$ cat src/core/compat_io_pkg.sv
`default_nettype none

package compat_io_pkg;

  // Data-space map seen by the core
  localparam int          IO_COUNT    = 64;
  localparam logic [15:0] GPR_LAST    = 16'h001F;
  localparam logic [15:0] IO_FIRST    = 16'h0020;
  localparam logic [15:0] IO_LAST     = 16'h005F;
  localparam logic [15:0] EXT_FIRST   = 16'h0060;
  localparam logic [15:0] EXT_LAST    = 16'h00FF;

  // Baud high bytes, I/O-space numbers
  localparam logic [5:0]  BAUD0_IO    = 6'h20;
  localparam logic [5:0]  BAUD1_IO    = 6'h3C;

  // Functions living in the extended region
  localparam logic [15:0] CLK_PRESC   = 16'h0061;
  localparam logic [15:0] PCMASK_LO   = 16'h006B;
  localparam logic [15:0] PCMASK_HI   = 16'h006C;
  localparam logic [15:0] T2ND_IRQ_LO = 16'h007C;
  localparam logic [15:0] T2ND_IRQ_HI = 16'h007D;
  localparam logic [15:0] T2ND_FIRST  = 16'h0080;
  localparam logic [15:0] T2ND_LAST   = 16'h008B;

  // APB register offsets (byte addresses)
  localparam logic [7:0]  OFF_STATUS  = 8'h00;
  localparam logic [7:0]  OFF_CTRL    = 8'h04;
  localparam logic [7:0]  OFF_FADDR   = 8'h08;
  localparam logic [7:0]  OFF_FCOUNT  = 8'h0C;

  // Status fields
  localparam int          ST_COMPAT   = 0;
  localparam int          ST_FAULT    = 1;
  localparam int          ST_LATCHED  = 2;

  // Control fields and reset value
  localparam int          CT_CAPTURE  = 0;
  localparam int          CT_BLOCK    = 1;
  localparam logic [1:0]  CTRL_RESET  = 2'h1;

  // Fault log reset value and count ceiling
  localparam logic [15:0] FADDR_RESET = 16'h0000;
  localparam logic [15:0] FCOUNT_MAX  = 16'hFFFF;

  // APB handshake states
  typedef enum logic [1:0] {
    APB_IDLE = 2'b01,
    APB_DONE = 2'b10
  } apb_state_t;

  // Nonvolatile setting capture states
  typedef enum logic [1:0] {
    NV_SAMPLE = 2'b01,
    NV_HELD   = 2'b10
  } nv_state_t;

endpackage

`default_nettype wire

$ cat src/core/io_space_decode.sv
`timescale 1ns/100ps
`default_nettype none

module io_space_decode
  import compat_io_pkg::*;
(
  // Access from the core
  input  wire logic [15:0] addr,
  input  wire logic        io_insn,
  input  wire logic [5:0]  io_addr,
  input  wire logic        compat,
  // Decoded targets
  output logic      [15:0] eff_addr,
  output logic             gpr,
  output logic             io_reg,
  output logic             ext_reg,
  output logic             ext_rsvd,
  output logic             ram,
  output logic             baud0,
  output logic             baud1,
  output logic             timer2,
  output logic             pcint
);

  // I/O-instruction numbers map onto the ordinary window only
  assign eff_addr = io_insn ? (IO_FIRST + {10'h000, io_addr}) : addr;

  wire in_ext  = (eff_addr >= EXT_FIRST) && (eff_addr <= EXT_LAST);
  wire ext_on  = in_ext && !compat;
  wire is_t2   = (eff_addr >= T2ND_FIRST) && (eff_addr <= T2ND_LAST);
  wire is_t2i  = (eff_addr == T2ND_IRQ_LO) || (eff_addr == T2ND_IRQ_HI);
  wire is_pc   = (eff_addr == PCMASK_LO) || (eff_addr == PCMASK_HI);
  wire is_clkp = (eff_addr == CLK_PRESC);

  // Region selects
  assign gpr      = (eff_addr <= GPR_LAST);
  assign io_reg   = (eff_addr >= IO_FIRST) && (eff_addr <= IO_LAST);
  assign ext_reg  = ext_on;
  assign ram      = (eff_addr >= EXT_FIRST) && !ext_on;
  assign timer2   = ext_on && (is_t2 || is_t2i);
  assign pcint    = ext_on && is_pc;
  assign ext_rsvd = ext_on && !(is_t2 || is_t2i || is_pc || is_clkp);

  // Baud bytes sit at fixed spots in the ordinary window
  assign baud0 = (eff_addr == (IO_FIRST + {10'h000, BAUD0_IO}));
  assign baud1 = (eff_addr == (IO_FIRST + {10'h000, BAUD1_IO}));

endmodule

`default_nettype wire

$ cat src/core/legacy_compat_io_decode.sv
// Operation
// - The extended register region at data addresses 0x60 to 0xFF is decoded besides the 64 ordinary I/O spots.
// - Extended registers answer only to load and store accesses, never to I/O instructions.
// - Every register of the predecessor keeps its address whatever the compatibility setting.
// - With the setting programmed no extended function is active and the range reaches plain RAM.
// - With the setting programmed the additional interrupt vectors are removed.
// - With the setting programmed the watchdog period changes without the timed unlock.
// - With the setting programmed the serial receivers use a single holding stage.
// - With the setting programmed pin-change interrupts are unavailable.
// - With the setting programmed only the first wide timer is usable and the second is unreachable.
// - Two separate baud high-byte registers exist, one per channel, at addresses fixed in both modes.
`timescale 1ns/100ps
`default_nettype none

module legacy_compat_io_decode
  import compat_io_pkg::*;
(
  // Clock and reset
  input  wire logic        CLK,
  input  wire logic        RST,
  // Nonvolatile compatibility setting
  input  wire logic        LEGACY_COMPAT_FUSE,
  // Core access
  input  wire logic [15:0] CORE_ADDR,
  input  wire logic        CORE_RD,
  input  wire logic        CORE_WR,
  input  wire logic        CORE_IO_INSN,
  input  wire logic [5:0]  CORE_IO_ADDR,
  // Decoded access, one cycle after the request
  output logic      [15:0] SEL_ADDR,
  output logic             SEL_RD,
  output logic             SEL_WR,
  output logic             SEL_GPR,
  output logic             SEL_IO_REG,
  output logic             SEL_EXT_REG,
  output logic             SEL_RAM,
  output logic             SEL_SERIAL0_BAUD_HIGH,
  output logic             SEL_SERIAL1_BAUD_HIGH,
  output logic             SEL_SECOND_WIDE_TIMER,
  output logic             SEL_PIN_CHANGE,
  // Feature gates
  output logic             COMPAT_MODE,
  output logic             EXT_VECTORS_EN,
  output logic             WDOG_TIMED_SEQ_EN,
  output logic             RX_DOUBLE_BUF_EN,
  output logic             PIN_CHANGE_EN,
  output logic             SECOND_TIMER_EN,
  // APB slave
  input  wire logic        PSEL,
  input  wire logic        PENABLE,
  input  wire logic        PWRITE,
  input  wire logic [7:0]  PADDR,
  input  wire logic [31:0] PWDATA,
  output logic      [31:0] PRDATA,
  output logic             PREADY,
  output logic             PSLVERR
);

  import compat_io_pkg::*;

  // Latched setting and its capture state
  logic       compat;
  logic       latched;
  nv_state_t  nv_state;

  // Software-visible state
  logic [1:0]  ctrl;
  logic        fault;
  logic [15:0] fault_addr;
  logic [15:0] fault_count;
  apb_state_t  apb_state;

  // Decoder results
  logic [15:0] eff_addr;
  logic        d_gpr;
  logic        d_io;
  logic        d_ext;
  logic        d_rsvd;
  logic        d_ram;
  logic        d_baud0;
  logic        d_baud1;
  logic        d_t2;
  logic        d_pc;

  // sampled once
  // The setting is taken one edge after reset release,
  // never under the asynchronous reset itself.
  always_ff @(posedge CLK or posedge RST)
  begin
    if (RST)
    begin
      nv_state <= NV_SAMPLE;
      compat   <= 1'b0;
      latched  <= 1'b0;
    end
    else
    begin
      unique case (nv_state)
        NV_SAMPLE:
        begin
          compat   <= LEGACY_COMPAT_FUSE;
          latched  <= 1'b1;
          nv_state <= NV_HELD;
        end
        NV_HELD:
        begin
          nv_state <= NV_HELD;
        end
        default:
        begin
          nv_state <= NV_SAMPLE;
        end
      endcase
    end
  end

  // Address decode shared by every access kind
  io_space_decode u_decode (
    .addr     (CORE_ADDR),
    .io_insn  (CORE_IO_INSN),
    .io_addr  (CORE_IO_ADDR),
    .compat   (compat),
    .eff_addr (eff_addr),
    .gpr      (d_gpr),
    .io_reg   (d_io),
    .ext_reg  (d_ext),
    .ext_rsvd (d_rsvd),
    .ram      (d_ram),
    .baud0    (d_baud0),
    .baud1    (d_baud1),
    .timer2   (d_t2),
    .pcint    (d_pc)
  );

  // Qualified access terms
  wire access   = CORE_RD || CORE_WR;
  wire ldst     = access && !CORE_IO_INSN;
  wire blocked  = ctrl[CT_BLOCK] && d_rsvd;
  wire fault_ev = ldst && d_rsvd && ctrl[CT_CAPTURE];

  // I/O numbers cannot reach past the ordinary window
  wire next_ext = ldst && d_ext && !blocked;

  // ordinary window decoded the same in both modes
  wire next_io  = access && d_io;

  // extended range falls through to RAM in compat mode
  wire next_ram = access && d_ram;

  // second wide timer only outside compat mode
  wire next_t2  = ldst && d_t2;

  // pin-change masks only outside compat mode
  wire next_pc  = ldst && d_pc;

  wire next_b0  = access && d_baud0;
  wire next_b1  = access && d_baud1;

  // Registered decode outputs
  always_ff @(posedge CLK or posedge RST)
  begin
    if (RST)
    begin
      SEL_ADDR              <= 16'h0000;
      SEL_RD                <= 1'b0;
      SEL_WR                <= 1'b0;
      SEL_GPR               <= 1'b0;
      SEL_IO_REG            <= 1'b0;
      SEL_EXT_REG           <= 1'b0;
      SEL_RAM               <= 1'b0;
      SEL_SERIAL0_BAUD_HIGH <= 1'b0;
      SEL_SERIAL1_BAUD_HIGH <= 1'b0;
      SEL_SECOND_WIDE_TIMER <= 1'b0;
      SEL_PIN_CHANGE        <= 1'b0;
    end
    else
    begin
      SEL_ADDR              <= eff_addr;
      SEL_RD                <= CORE_RD;
      SEL_WR                <= CORE_WR;
      SEL_GPR               <= access && d_gpr;
      SEL_IO_REG            <= next_io;
      SEL_EXT_REG           <= next_ext;
      SEL_RAM               <= next_ram;
      SEL_SERIAL0_BAUD_HIGH <= next_b0;
      SEL_SERIAL1_BAUD_HIGH <= next_b1;
      SEL_SECOND_WIDE_TIMER <= next_t2 && !blocked;
      SEL_PIN_CHANGE        <= next_pc && !blocked;
    end
  end

  // Feature gates follow the held setting
  // Gates stay in the non-compat state until the
  // setting has been taken after reset.
  always_ff @(posedge CLK or posedge RST)
  begin
    if (RST)
    begin
      COMPAT_MODE       <= 1'b0;
      EXT_VECTORS_EN    <= 1'b1;
      WDOG_TIMED_SEQ_EN <= 1'b1;
      RX_DOUBLE_BUF_EN  <= 1'b1;
      PIN_CHANGE_EN     <= 1'b1;
      SECOND_TIMER_EN   <= 1'b1;
    end
    else
    begin
      COMPAT_MODE       <= compat;
      EXT_VECTORS_EN    <= !compat;
      WDOG_TIMED_SEQ_EN <= !compat;
      RX_DOUBLE_BUF_EN  <= !compat;
      PIN_CHANGE_EN     <= !compat;
      SECOND_TIMER_EN   <= !compat;
    end
  end

  // APB decode
  wire apb_go    = PSEL && PENABLE && (apb_state == APB_IDLE);
  wire apb_done  = PSEL && PENABLE && (apb_state == APB_DONE);
  wire hit_st    = (PADDR == OFF_STATUS);
  wire hit_ct    = (PADDR == OFF_CTRL);
  wire hit_fa    = (PADDR == OFF_FADDR);
  wire hit_fc    = (PADDR == OFF_FCOUNT);
  wire mapped    = hit_st || hit_ct || hit_fa || hit_fc;
  wire wr_commit = apb_done && PWRITE && mapped;
  wire clr_fault = wr_commit && hit_st && PWDATA[ST_FAULT];

  // Read mux
  wire [31:0] status_word = {29'h00000000, latched, fault, compat};
  wire [31:0] rd_word =
    hit_st ? status_word :
    hit_ct ? {30'h00000000, ctrl} :
    hit_fa ? {16'h0000, fault_addr} :
    hit_fc ? {16'h0000, fault_count} :
    32'h00000000;

  // APB handshake: one wait state, answer registered
  always_ff @(posedge CLK or posedge RST)
  begin
    if (RST)
    begin
      apb_state <= APB_IDLE;
      PREADY    <= 1'b0;
      PRDATA    <= 32'h00000000;
      PSLVERR   <= 1'b0;
    end
    else
    begin
      unique case (apb_state)
        APB_IDLE:
        begin
          if (apb_go)
          begin
            apb_state <= APB_DONE;
            PREADY    <= 1'b1;
            PRDATA    <= PWRITE ? 32'h00000000 : rd_word;
            PSLVERR   <= !mapped;
          end
        end
        APB_DONE:
        begin
          apb_state <= APB_IDLE;
          PREADY    <= 1'b0;
          PRDATA    <= 32'h00000000;
          PSLVERR   <= 1'b0;
        end
        default:
        begin
          apb_state <= APB_IDLE;
          PREADY    <= 1'b0;
        end
      endcase
    end
  end

  // Control register, written at the completing edge
  always_ff @(posedge CLK or posedge RST)
  begin
    if (RST)
    begin
      ctrl <= CTRL_RESET;
    end
    else if (wr_commit && hit_ct)
    begin
      ctrl <= PWDATA[1:0];
    end
  end

  // Fault flag: a new fault wins over a clear
  always_ff @(posedge CLK or posedge RST)
  begin
    if (RST)
    begin
      fault <= 1'b0;
    end
    else if (fault_ev)
    begin
      fault <= 1'b1;
    end
    else if (clr_fault)
    begin
      fault <= 1'b0;
    end
  end

  // Fault log: last address, saturating count
  // Saturation keeps a flood of stray accesses
  // from wrapping back to a harmless-looking zero.
  always_ff @(posedge CLK or posedge RST)
  begin
    if (RST)
    begin
      fault_addr  <= FADDR_RESET;
      fault_count <= 16'h0000;
    end
    else if (fault_ev)
    begin
      fault_addr <= eff_addr;
      if (fault_count != FCOUNT_MAX)
      begin
        fault_count <= fault_count + 16'h0001;
      end
    end
    else if (wr_commit && hit_fc)
    begin
      fault_count <= 16'h0000;
    end
  end

endmodule

`default_nettype wire

$ cat config.mk
export PLATFORM = sky130hd
export DESIGN_NAME = legacy_compat_io_decode
export DESIGN_NICKNAME = d
export VERILOG_FILES = /design/src/core/compat_io_pkg.sv /design/src/core/io_space_decode.sv /design/src/core/legacy_compat_io_decode.sv
export SDC_FILE = /design/constraint.sdc
export NUM_CORES = 1
export LEC_CHECK = 0
export BUFFER_PORTS_ARGS = -buffer_cell sky130_fd_sc_hd__buf_2
export CORE_UTILIZATION = 45
export CTS_CLUSTER_SIZE = 40
export DETAILED_ROUTE_END_ITERATION = 10
export PLACE_DENSITY = 0.76
export SETUP_SLACK_MARGIN = 0.02
export SYNTH_ARGS = -nofsm -noshare
export SYNTH_HDL_FRONTEND = slang
export SYNTH_SLANG_ARGS = --single-unit
$ cat constraint.sdc
create_clock -name CLK -period 2.5 [get_ports CLK]
set_input_delay 0.25 -clock CLK [delete_from_list [all_inputs] [get_ports CLK]]
set_output_delay 0.25 -clock CLK [all_outputs]
set_load 0.02 [all_outputs]
==> results of run 1 <==
## path summary, 6_finish.rpt
kind | from | end | cells past startpoint
worst max-delay path | CORE_RD | fault_count[6] | 8
max in group asynchronous | RST | SECOND_TIMER_EN | 4
worst min-delay path | CORE_WR | SEL_WR | 1
worst max register to register | compat | fault_count[6] | 5
min in group asynchronous | RST | PRDATA[11] | 3
worst min register to register | PRDATA[8] | PRDATA[8] | 2
## synth_stat cells (5+ instances only)
cell	instances	share of area, %
buf_4	20	3.8
o21ai_0	36	4.6
and2_1	10	1.6
nor4_1	8	1.3
nor2b_1	11	1.8
a21oi_1	14	1.8
nand3_1	12	1.5
dfrtp_1	82	52
nor2_1	18	1.7
nand4_1	7	1.1
nand2_1	35	3.3
mux2_2	5	1.4
clkbuf_1	9	0.86
inv_1	13	1.2
or3_1	9	1.4
mux2i_1	18	4.6
## metrics by stage
stage	power, mW	hold WS, ns	utilization [%]	area [um^2]
after global routing	2.85	0.000533	57.2	4770
after detailed placement	1.73	0.376	54.5	4540
final	2.74	0.0126	57.2	4770
after floorplan	1.63	0.281	-	3990
after global placement	1.72	0.372	54.5	4540
after CTS	2.77	0.00109	57.2	4770
## cell type report
cell class | instances | share of cell area, %
Sequential cell | 86 | 45.2
Multi-Input combinational cell | 252 | 32.7
Clock inverter | 4 | 1.52
Tap cell | 105 | 2.75
Timing Repair Buffer | 116 | 13.9
Inverter | 14 | 1.13
Clock buffer | 12 | 2.83
## critical path, cell delays in order
cell and delay [ns]:
dlygate4sd3_1 0.52, buf_2 0.11, nor2_1 0.05, nor4_1 0.34, nand3_2 0.15, or4_4 0.63
or4_1 0.43, a21oi_1 0.17
## where the power goes
part	switching, mW	total (mW)	internal [mW]
registers	0.00949	1.43	1.42
clock network	0.477	1.04	0.563
logic	0.177	0.270	0.0926
## layout by cell type (no fill, tap or decap), types with 4 or more instances in the layout
master    count
a21oi_1      14
and2_1       10
and3_1        4
and4_1        4
buf_2        90
buf_4        23
clkbuf_8      9
conb_1       16
dfrtp_1      82
dfstp_2       4
inv_1        12
mux2_2        5
mux2i_1      18
nand2_1      35
nand3_1      12
nand4_1       7
nor2_1       18
nor2b_1      11
nor4_1        8
o21ai_0      36
or3_1         9
or4_1         4
## registers in the layout, indices dropped and copies added (netlist names), 2 cells and up
| name | count |
|---|---|
| PRDATA | 16 |
| nv_state | 2 |
| fault_count | 16 |
| SEL_ADDR | 16 |
| ctrl | 2 |
| fault_addr | 16 |
## logic make-up (layout without fill, tap and decap cells)
kind of cell	after synthesis	in the layout	synth area share, %
AOI/OAI and AO/OA	62	62	9.04
xor gates and xnor gates	3	3	0.669
adders and majority gates	2	2	0.637
buffers and inverters	48	146	6.91
DFF	86	86	54.9
muxes	27	27	7.64
other	1	16	0.0954
and+or+nand+nor	142	142	20.1
## per-layer routing
layer,wire length (um),vias up
met5,0,-
met4,78,0
met3,524,8
met2,4340,101
met1,3580,1468
li1,-,1482
==> impl_results.md, run 1 <==
* Netlist Area Pre-Place at 0.00393 mm^2
* Synth warnings at 0
* CP arrival at between 2 and 3 ns
* Die Area at 0.00911 mm^2
* DRC violation total after the first TritonRoute iteration at a little under 200
* EDFF count, synth at 0
* Worst R2R Setup Slack at around 0.19 ns
* Vias per cell at 5.19
* P per Cell Area at 574 mW/mm^2
* Mapped Avg Cell Area at about 11 um^2
* First-pass GRT wire length at between 10000 and 15000 um
* Share of post-route cells with drive strength above 1 at 31.0%
* Final setup viols at 0
* Worst-path clk slew at 0.08 ns
* Layout Cells excl Fill at around 590
* Max_slew headroom at approximately 52%
* CTS buffer count at 9
* Synth Flop Type: dfrtp_1
* Min cycle time layout at 2.36 ns
* Gr busiest metal: met2
* RSZ-0062 raised after global routing: no
* Run status: finished clean
* Fin. Hold Viols at 0
* I/O Pins at 137
* Met1 global-route usage at about a quarter
* Root Buffer: clkbuf_8
* Grt met3 use at 4.78%
* Ant diodes at 0
* Area Overhead vs Synth at 21.4%
* NumNets Final at 552
* Die H at 95.5 um
* Post-CTS Setup Bufs at 0
* Port-buffer cells at 90
* Die Width at roughly 95 um
* Post-CTS sizing at 0
* Startpoint types: input pin
* Critical path capture point type: flop
* Worst Tran Pin Value at slightly above 0.7 ns
* Sequential Area at 0.00216 mm^2
* Leakage at about 2.3 nW
* Worst Hold Class: in2reg
* Synth cell types at 50
* RePlAce Congestion at roughly 0.87
* Met2 usage in global routing at 35.8%
* FP Rows at 33
* Footprint of the multi-input gates at 0.00156 mm^2
* Peak VDD IR at 268 uV
* Drt wl/cell at between 10 and 15 um
* Initial core utilization at 47.1%
* WS Path Type: in2reg
* Setup ws final at approximately 0.14 ns
* Detailed Routing Iterations Pass 1 at 4
* Critical Path Fanout Max at 16
* CTS tree: done
* Core footprint at approximately 0.0083 mm^2
* Dpl ws at 0.0501 ns
* Period Utilization, post-route at 94.6%
* Post-cts hold buffer count at 2
* CTS sink cnt at 86
* Vias at between 3k and 4k
* GRT overflow at 0
* Post-synthesis sequential area ratio at 54.9%
* Async set or reset register ratio after synthesis at 100%
* Antenna Nets Post-Route at 0
* Total track usage at 20.8%
* Post-Synthesis Cells at approximately 370
* Clk_lat worst skew at around 0.36 ns
* HPWL after DPL at 6350 um
* Sum Neg Setup Slack at 0 ns
* DR DRC count at 0
* WP data required at 2.78 ns
* Maxcap violations at 0
* Number of global-route vias before repair at 3070
* #FFs+latches synth at 86
* Placed Cells at 571
* H-tree depth at 3
* Worst Skew at 0.0104 ns
* Initial antenna violation count at 0
* Routed wire length at 8520 um
* Fill cells at 713
* Max Freq at 423 MHz
* Fin. max-slew vios at 0
* Largest net degree at the start of global routing at 47
* Clk buf depth at 2
No activity file was read; power rests on OpenSTA's default activity.
==> inputs of run 2 (changes only) <==
Settings changed: CORE_MARGIN set to 1.5, HOLD_SLACK_MARGIN set to 0.03.
==> run 2 against run 1 <==
  * Wire length is 3.6% higher
  * Cell area is 0.76% higher
  * Worst setup slack better by 0.0017 ns
  * Register-to-register slack hardly changed
  * First-iteration DRC count is 10% higher
  * Clock power is 8% higher
  * Largest power group unchanged
  * Highest routed layer unchanged
==> impl_results.md, run 2 (synthesized netlist as in run 1, its figures left out) <==
* CP arrival at 2.62 ns (-0.02 ns)
* Sequential Area at 0.00216 mm^2 (unchanged)
* Detailed Routing Iterations Pass 1 at 4 (unchanged)
* Vias per cell at 5.34 (+2.7%)
* Routed wire length at 8830 um (+3.6%)
* Initial core utilization at 47.1% (unchanged)
* Leakage at 2.37 nW (+1.1%)
* Clock power frac at 39.6% (+1.6 points)
* Period Utilization, post-route at 94.5% (about the same)
* Drt wl/cell at 14.9 um (+3.3%)
* Core footprint at 0.00834 mm^2 (unchanged)
* Worst Hold Class: in2reg
* RSZ-0062 raised after global routing: no
* Switch Pwr at 0.729 mW (+10%)
* DR DRC count at 0 (unchanged)
* Layout Cells excl Fill at 591 (+0.34%)
* Worst-path clk slew at 0.09 ns (about the same)
* Initial antenna violation count at 0 (unchanged)
* CTS sink cnt at 86 (unchanged)
* NumNets Final at 554 (+0.36%)
* Family with the most delay on the worst path: simple AND/OR/NAND/NOR gates
* Startpoint types: input pin
* DRC violation total after the first TritonRoute iteration at 214 (+10%)
* GRT overflow at 0 (unchanged)
* Vias at 3153 (+3.1%)
* Commonest non-fill, non-tap cells in the layout: buf_2, dfrtp_1, o21ai_0
* H-tree depth at 3 (unchanged)
* Peak VDD IR at 399 uV (+49%)
* RePlAce Congestion at 0.892 (+2.3%)
* Root Buffer: clkbuf_8
* Fin. Hold Viols at 0 (unchanged)
* Maxcap violations at 0 (unchanged)
* WS Path Type: in2reg
* Clk_lat worst skew at 0.36 ns (about the same)
* CP Cell Sequence: dlygate4sd3_1 -> buf_2 -> nor2_1 -> nor4_1 -> buf_4 -> nand3_2 -> or3_1 -> buf_4 -> o31a_1 -> nor3_1
* Footprint of the multi-input gates at 0.00156 mm^2 (unchanged)
* Final setup viols at 0 (unchanged)
* CTS buffer count at 9 (unchanged)
* Slowest-stage cell, CP: dlygate4sd3_1
* Port-buffer cells at 90 (unchanged)
* Sum Neg Setup Slack at 0 ns (unchanged)
* Die Width at 96.5 um (+1.0%)
* Post-CTS sizing at 0 (unchanged)
* Combinational Power Share at 9.7% (-0.2 points)
* Min cycle time layout at 2.36 ns (-0.00171 ns)
* Placed Cells at 572 (+0.18%)
* Ant diodes at 0 (unchanged)
* Share of post-route cells with drive strength above 1 at 31.7% (+0.70 points)
* Max Freq at 423 MHz (about the same)
* P per Cell Area at 587 mW/mm^2 (+2.3%)
* Worst path bufs/invs at 4 (+2)
* I/O Pins at 137 (unchanged)
* Sw frac at 25.8% (+1.6 points)
* Pint at 2.09 mW (+0.92%)
* Area Overhead vs Synth at 22.3%
* Sequential power share at 50.6% (-1.6 points)
* Most common cell after layout, fill and taps aside: buf_2
* Fill cells at 751 (+5.3%)
* Final Core Density at 57.6% (+0.44 points)
* Critical path capture point type: flop
* Antenna Nets Post-Route at 0 (unchanged)
* CTS tree: done
* Post-CTS Setup Bufs at 0 (unchanged)
* Worst Tran Pin Value at 0.745 ns (+0.0311 ns)
* Total track usage at 20.3% (-0.48 points)
* Post-cts hold buffer count at 3 (+1)
* Worst Skew at 0.0126 ns (+0.00218 ns)
* Die Area at 0.00930 mm^2 (+2.1%)
* WP data required at 2.76 ns (-0.02 ns)
* Worst path max stage delay at 0.52 ns (-0.11 ns)
* Clk buf depth at 2 (unchanged)
* First-pass GRT wire length at 14400 um (about the same)
* Run status: finished clean
* FP Rows at 33 (unchanged)
* Placed Area at 0.00455 mm^2 (+0.17%)
* Die H at 96.5 um (+1.0%)
* Fin. max-slew vios at 0 (unchanged)
* Final Cell Area at 0.00481 mm^2 (+0.76%)
* Critical Path Fanout Max at 7 (-9)
* Max_slew headroom at 50.3% (-2.0 points)
* HPWL after DPL at 6440 um (+1.5%)
* Number of global-route vias before repair at 3112 (+1.4%)
* Top cell by count, worst path: buf_4
* Largest net degree at the start of global routing at 46 (-2.1%)
[run 2: cell count changes in the layout (fill, tap and decap cells not counted)]
cell           change
inv_6              +3
dlygate4sd3_1      +1
clkinvlp_4         -1
inv_8              +1
buf_4              +1
clkbuf_1           -3
[run 2: worst paths after layout]
check / cells after the start / from / endpoint / slack, ns
min reg2reg: 2 / PRDATA[10] / PRDATA[10] / 0.48
max reg2reg: 7 / compat / fault_count[15] / 0.20
min in group asynchronous: 3 / RST / PRDATA[11] / 0.51
max in group asynchronous: 4 / RST / apb_state[0] / 1.24
min: 2 / CORE_ADDR[5] / SEL_GPR / 0.11
max: 10 / CORE_RD / fault_count[15] / 0.14
[run 2: per-stage QoR]
stage / hold slack (ns) / setup WS (ns) / total power, mW
6_report: 0.111 / 0.138 / 2.82
5_1_grt: 0.105 / 0.0431 / 2.93
4_1_cts: 0.103 / 0.162 / 2.84
3_5_place_dp: 0.374 / -0.0396 / 1.73
3_3_place_gp: 0.373 / 0.0983 / 1.72
2_1_floorplan: 0.281 / 0.0348 / 1.63
[run 2: layout make-up]
cell class                 count  area share [%]
inverter                      14            1.12
tap                          105            2.73
sequential                    86            44.9
multi-input combinational    252            32.4
timing repair buffer         118            14.2
clock buffer                   9            2.58
clock inverter                 7            2.13
[run 2: per-layer routing]
metal	GRT usage [%]	vias up	part of all wire, %
li1	-	1489	-
met1	24.7	1522	42
met2	35.0	127	50
met3	5.48	15	6.5
met4	6.76	0	1.3
met5	0	-	0
[run 2: power groups by stage]
stage | logic [mW] | registers, mW | clock network, mW
floorplan | 0.145 | 1.49 | 0
global route | 0.302 | 1.43 | 1.20
global placement | 0.268 | 1.46 | 0
finish | 0.275 | 1.43 | 1.12
CTS | 0.278 | 1.43 | 1.13
detailed placement | 0.274 | 1.46 | 0
[run 2: worst reg2reg max path, cell delays in order, from the launching register on]
cell	delay [ns]
dfrtp_1	0.41
nor4_1	0.28
buf_4	0.16
nand3_2	0.11
or3_1	0.51
buf_4	0.22
o31a_1	0.29
nor3_1	0.22
==> inputs of run 3 (changes only) <==
Settings changed: PLACE_DENSITY 0.76 to 0.82.
==> run 3 against run 2 <==
  * Core utilization shrank 0.69 points
  * Sequential power is essentially flat
  * Register-to-register slack gained 0.08 ns
  * Largest power group unchanged
  * Clock skew shrank 0.0056 ns
  * Critical endpoint is now fault_count[10]
  * Non-clock buffer count shrank 5
  * Sequential share of layout area grew 0.54 points
  * First-iteration DRC count grew 34%
  * Total power shrank 4.3%
  * Die area is the same
  * Final cell count shrank 0.85%
  * Wire length shrank 3.1%
  * Combinational power shrank 1%
==> impl_results.md, run 3 (synthesized netlist as in run 1, its figures left out) <==
* Run status: finished clean
* DRC violation total after the first TritonRoute iteration at 287 (+34%)
* Sequential Area at 0.00216 mm^2 (unchanged)
* Clk buf depth at 2 (unchanged)
* Fin. max-slew vios at 0 (unchanged)
* Setup ws final at 0.191 ns (+0.0527 ns)
* Slowest-stage cell, CP: dlygate4sd3_1
* Post-cts hold buffer count at 2 (-1)
* P per Cell Area at 569 mW/mm^2 (-3.1%)
* CTS tree: done
* Commonest non-fill, non-tap cells in the layout: buf_2, dfrtp_1, o21ai_0
* Root Buffer: clkbuf_8
* Area Overhead vs Synth at 20.9%
* I/O Pins at 137 (unchanged)
* NumNets Final at 549 (-0.90%)
* CTS sink cnt at 86 (unchanged)
* Vias per cell at 5.31 (-0.49%)
* Post-CTS Setup Bufs at 0 (unchanged)
* Leakage at 2.34 nW (-1.2%)
* Footprint of the multi-input gates at 0.00156 mm^2 (unchanged)
* Drt wl/cell at 14.6 um (-2.3%)
* RSZ-0062 raised after global routing: no
* Worst Tran Pin Value at 1.21 ns (+0.464 ns)
* Core footprint at 0.00834 mm^2 (unchanged)
* Routed wire length at 8550 um (-3.1%)
* Initial core utilization at 47.1% (unchanged)
* Fin. Hold Viols at 0 (unchanged)
* Die Area at 0.00930 mm^2 (unchanged)
* Worst Hold Class: in2async
* Layout Cells excl Fill at 586 (-0.85%)
* CTS buffer count at 9 (unchanged)
* Min cycle time layout at 2.31 ns (-0.0527 ns)
* H-tree depth at 3 (unchanged)
* Share of post-route cells with drive strength above 1 at 31.2% (-0.50 points)
* Placed Cells at 568 (-0.70%)
* Period Utilization, post-route at 92.4% (-2.1 points)
* Dpl ws at 0.00906 ns (+0.0486 ns)
* Clk_lat worst skew at 0.35 ns (about the same)
* Most common cell after layout, fill and taps aside: buf_2
* Startpoint types: input pin
* WP data required at 2.78 ns (+0.02 ns)
* Worst-path clk slew at 0.08 ns (about the same)
* Ant diodes at 0 (unchanged)
* Die Width at 96.5 um (unchanged)
* Critical Path Fanout Max at 10 (+3)
* Detailed Routing Iterations Pass 1 at 4 (unchanged)
* PnR Total Power at 2.70 mW (-4.3%)
* Worst Skew at 0.00693 ns (-0.00564 ns)
* FP Rows at 33 (unchanged)
* Number of global-route vias before repair at 3061 (-1.6%)
* Port-buffer cells at 90 (unchanged)
* Critical path capture point type: flop
* WS Path Type: in2reg
* Largest net degree at the start of global routing at 47 (+2.2%)
* Hold_ws at 0.0172 ns (-0.0941 ns)
* First-pass GRT wire length at 14300 um (-0.28%)
* Vias at 3111 (-1.3%)
* Worst path max stage delay at 0.53 ns (about the same)
* Max Freq at 433 MHz (+2.3%)
* Peak VDD IR at 395 uV (-1.0%)
* CP Cell Sequence: dlygate4sd3_1 -> buf_2 -> nor2_1 -> nor4_1 -> buf_4 -> nand3_2 -> or3_1 -> buf_4 -> or3_1 -> a21oi_1
* GRT overflow at 0 (unchanged)
* Max_slew headroom at 19.1% (-31 points)
* CP arrival at 2.59 ns (-0.03 ns)
* Fill cells at 743 (-1.1%)
* Initial antenna violation count at 0 (unchanged)
* Die H at 96.5 um (unchanged)
* Antenna Nets Post-Route at 0 (unchanged)
* Sum Neg Setup Slack at 0 ns (unchanged)
* Maxcap violations at 0 (unchanged)
* HPWL after DPL at 6290 um (-2.2%)
* Post-CTS sizing at 0 (unchanged)
* RePlAce Congestion at 0.868 (-2.8%)
* Total track usage at 20.2% (-0.12 points)
* DR DRC count at 0 (unchanged)
* Final setup viols at 0 (unchanged)
[run 3: metal layers]
| metal | GRT usage (%) | up-vias | routed length, um |
|---|---|---|---|
| met5 | 0 | - | 0 |
| met1 | 23.9 | 1502 | 3460 |
| met3 | 6.42 | 10 | 577 |
| met4 | 6.16 | 0 | 129 |
| met2 | 35.0 | 120 | 4390 |
| li1 | - | 1479 | - |
[run 3: layout make-up]
| class | count | share of cell area [%] |
|---|---|---|
| Sequential cell | 86 | 45.4 |
| Multi-Input combinational cell | 252 | 32.8 |
| Timing Repair Buffer | 113 | 13.5 |
| Clock buffer | 11 | 3.19 |
| Tap cell | 105 | 2.77 |
| Clock inverter | 5 | 1.21 |
| Inverter | 14 | 1.13 |
[run 3: stage by stage]
stage	utilization [%]	cell area, um^2
floorplan	-	3990
global placement	54.2	4520
detailed placement	54.2	4520
CTS	56.9	4750
global route	56.9	4750
finish	56.9	4750
[run 3: report_power, final]
group          switching, mW  internal (mW)  leakage, nW  total, mW
logic                  0.180         0.0914         1.10      0.271
clock network          0.485          0.516        0.109       1.00
registers            0.00998           1.42         1.13       1.43
total                  0.675           2.03         2.34       2.70
[run 3: worst paths after layout]
check	startpoint	to	slack, ns	depth (start not counted)
worst min register to register	PRDATA[7]	PRDATA[7]	0.48	2
worst min-delay path	RST	fault_addr[11]	0.02	2
worst max register to register	fault_count[0]	fault_count[6]	0.28	7
max in group asynchronous	RST	fault_addr[6]	1.76	3
worst max-delay path	CORE_WR	fault_count[10]	0.19	10
min in group CLK	CORE_ADDR[5]	SEL_GPR	0.12	2
[run 3: critical path, delay by kind of cell]
family	cells	cell delay (ns)
AND/OR/NAND/NOR	5	1.16
buffers and inverters	4	1.03
AO/OA/AOI/OAI	1	0.16
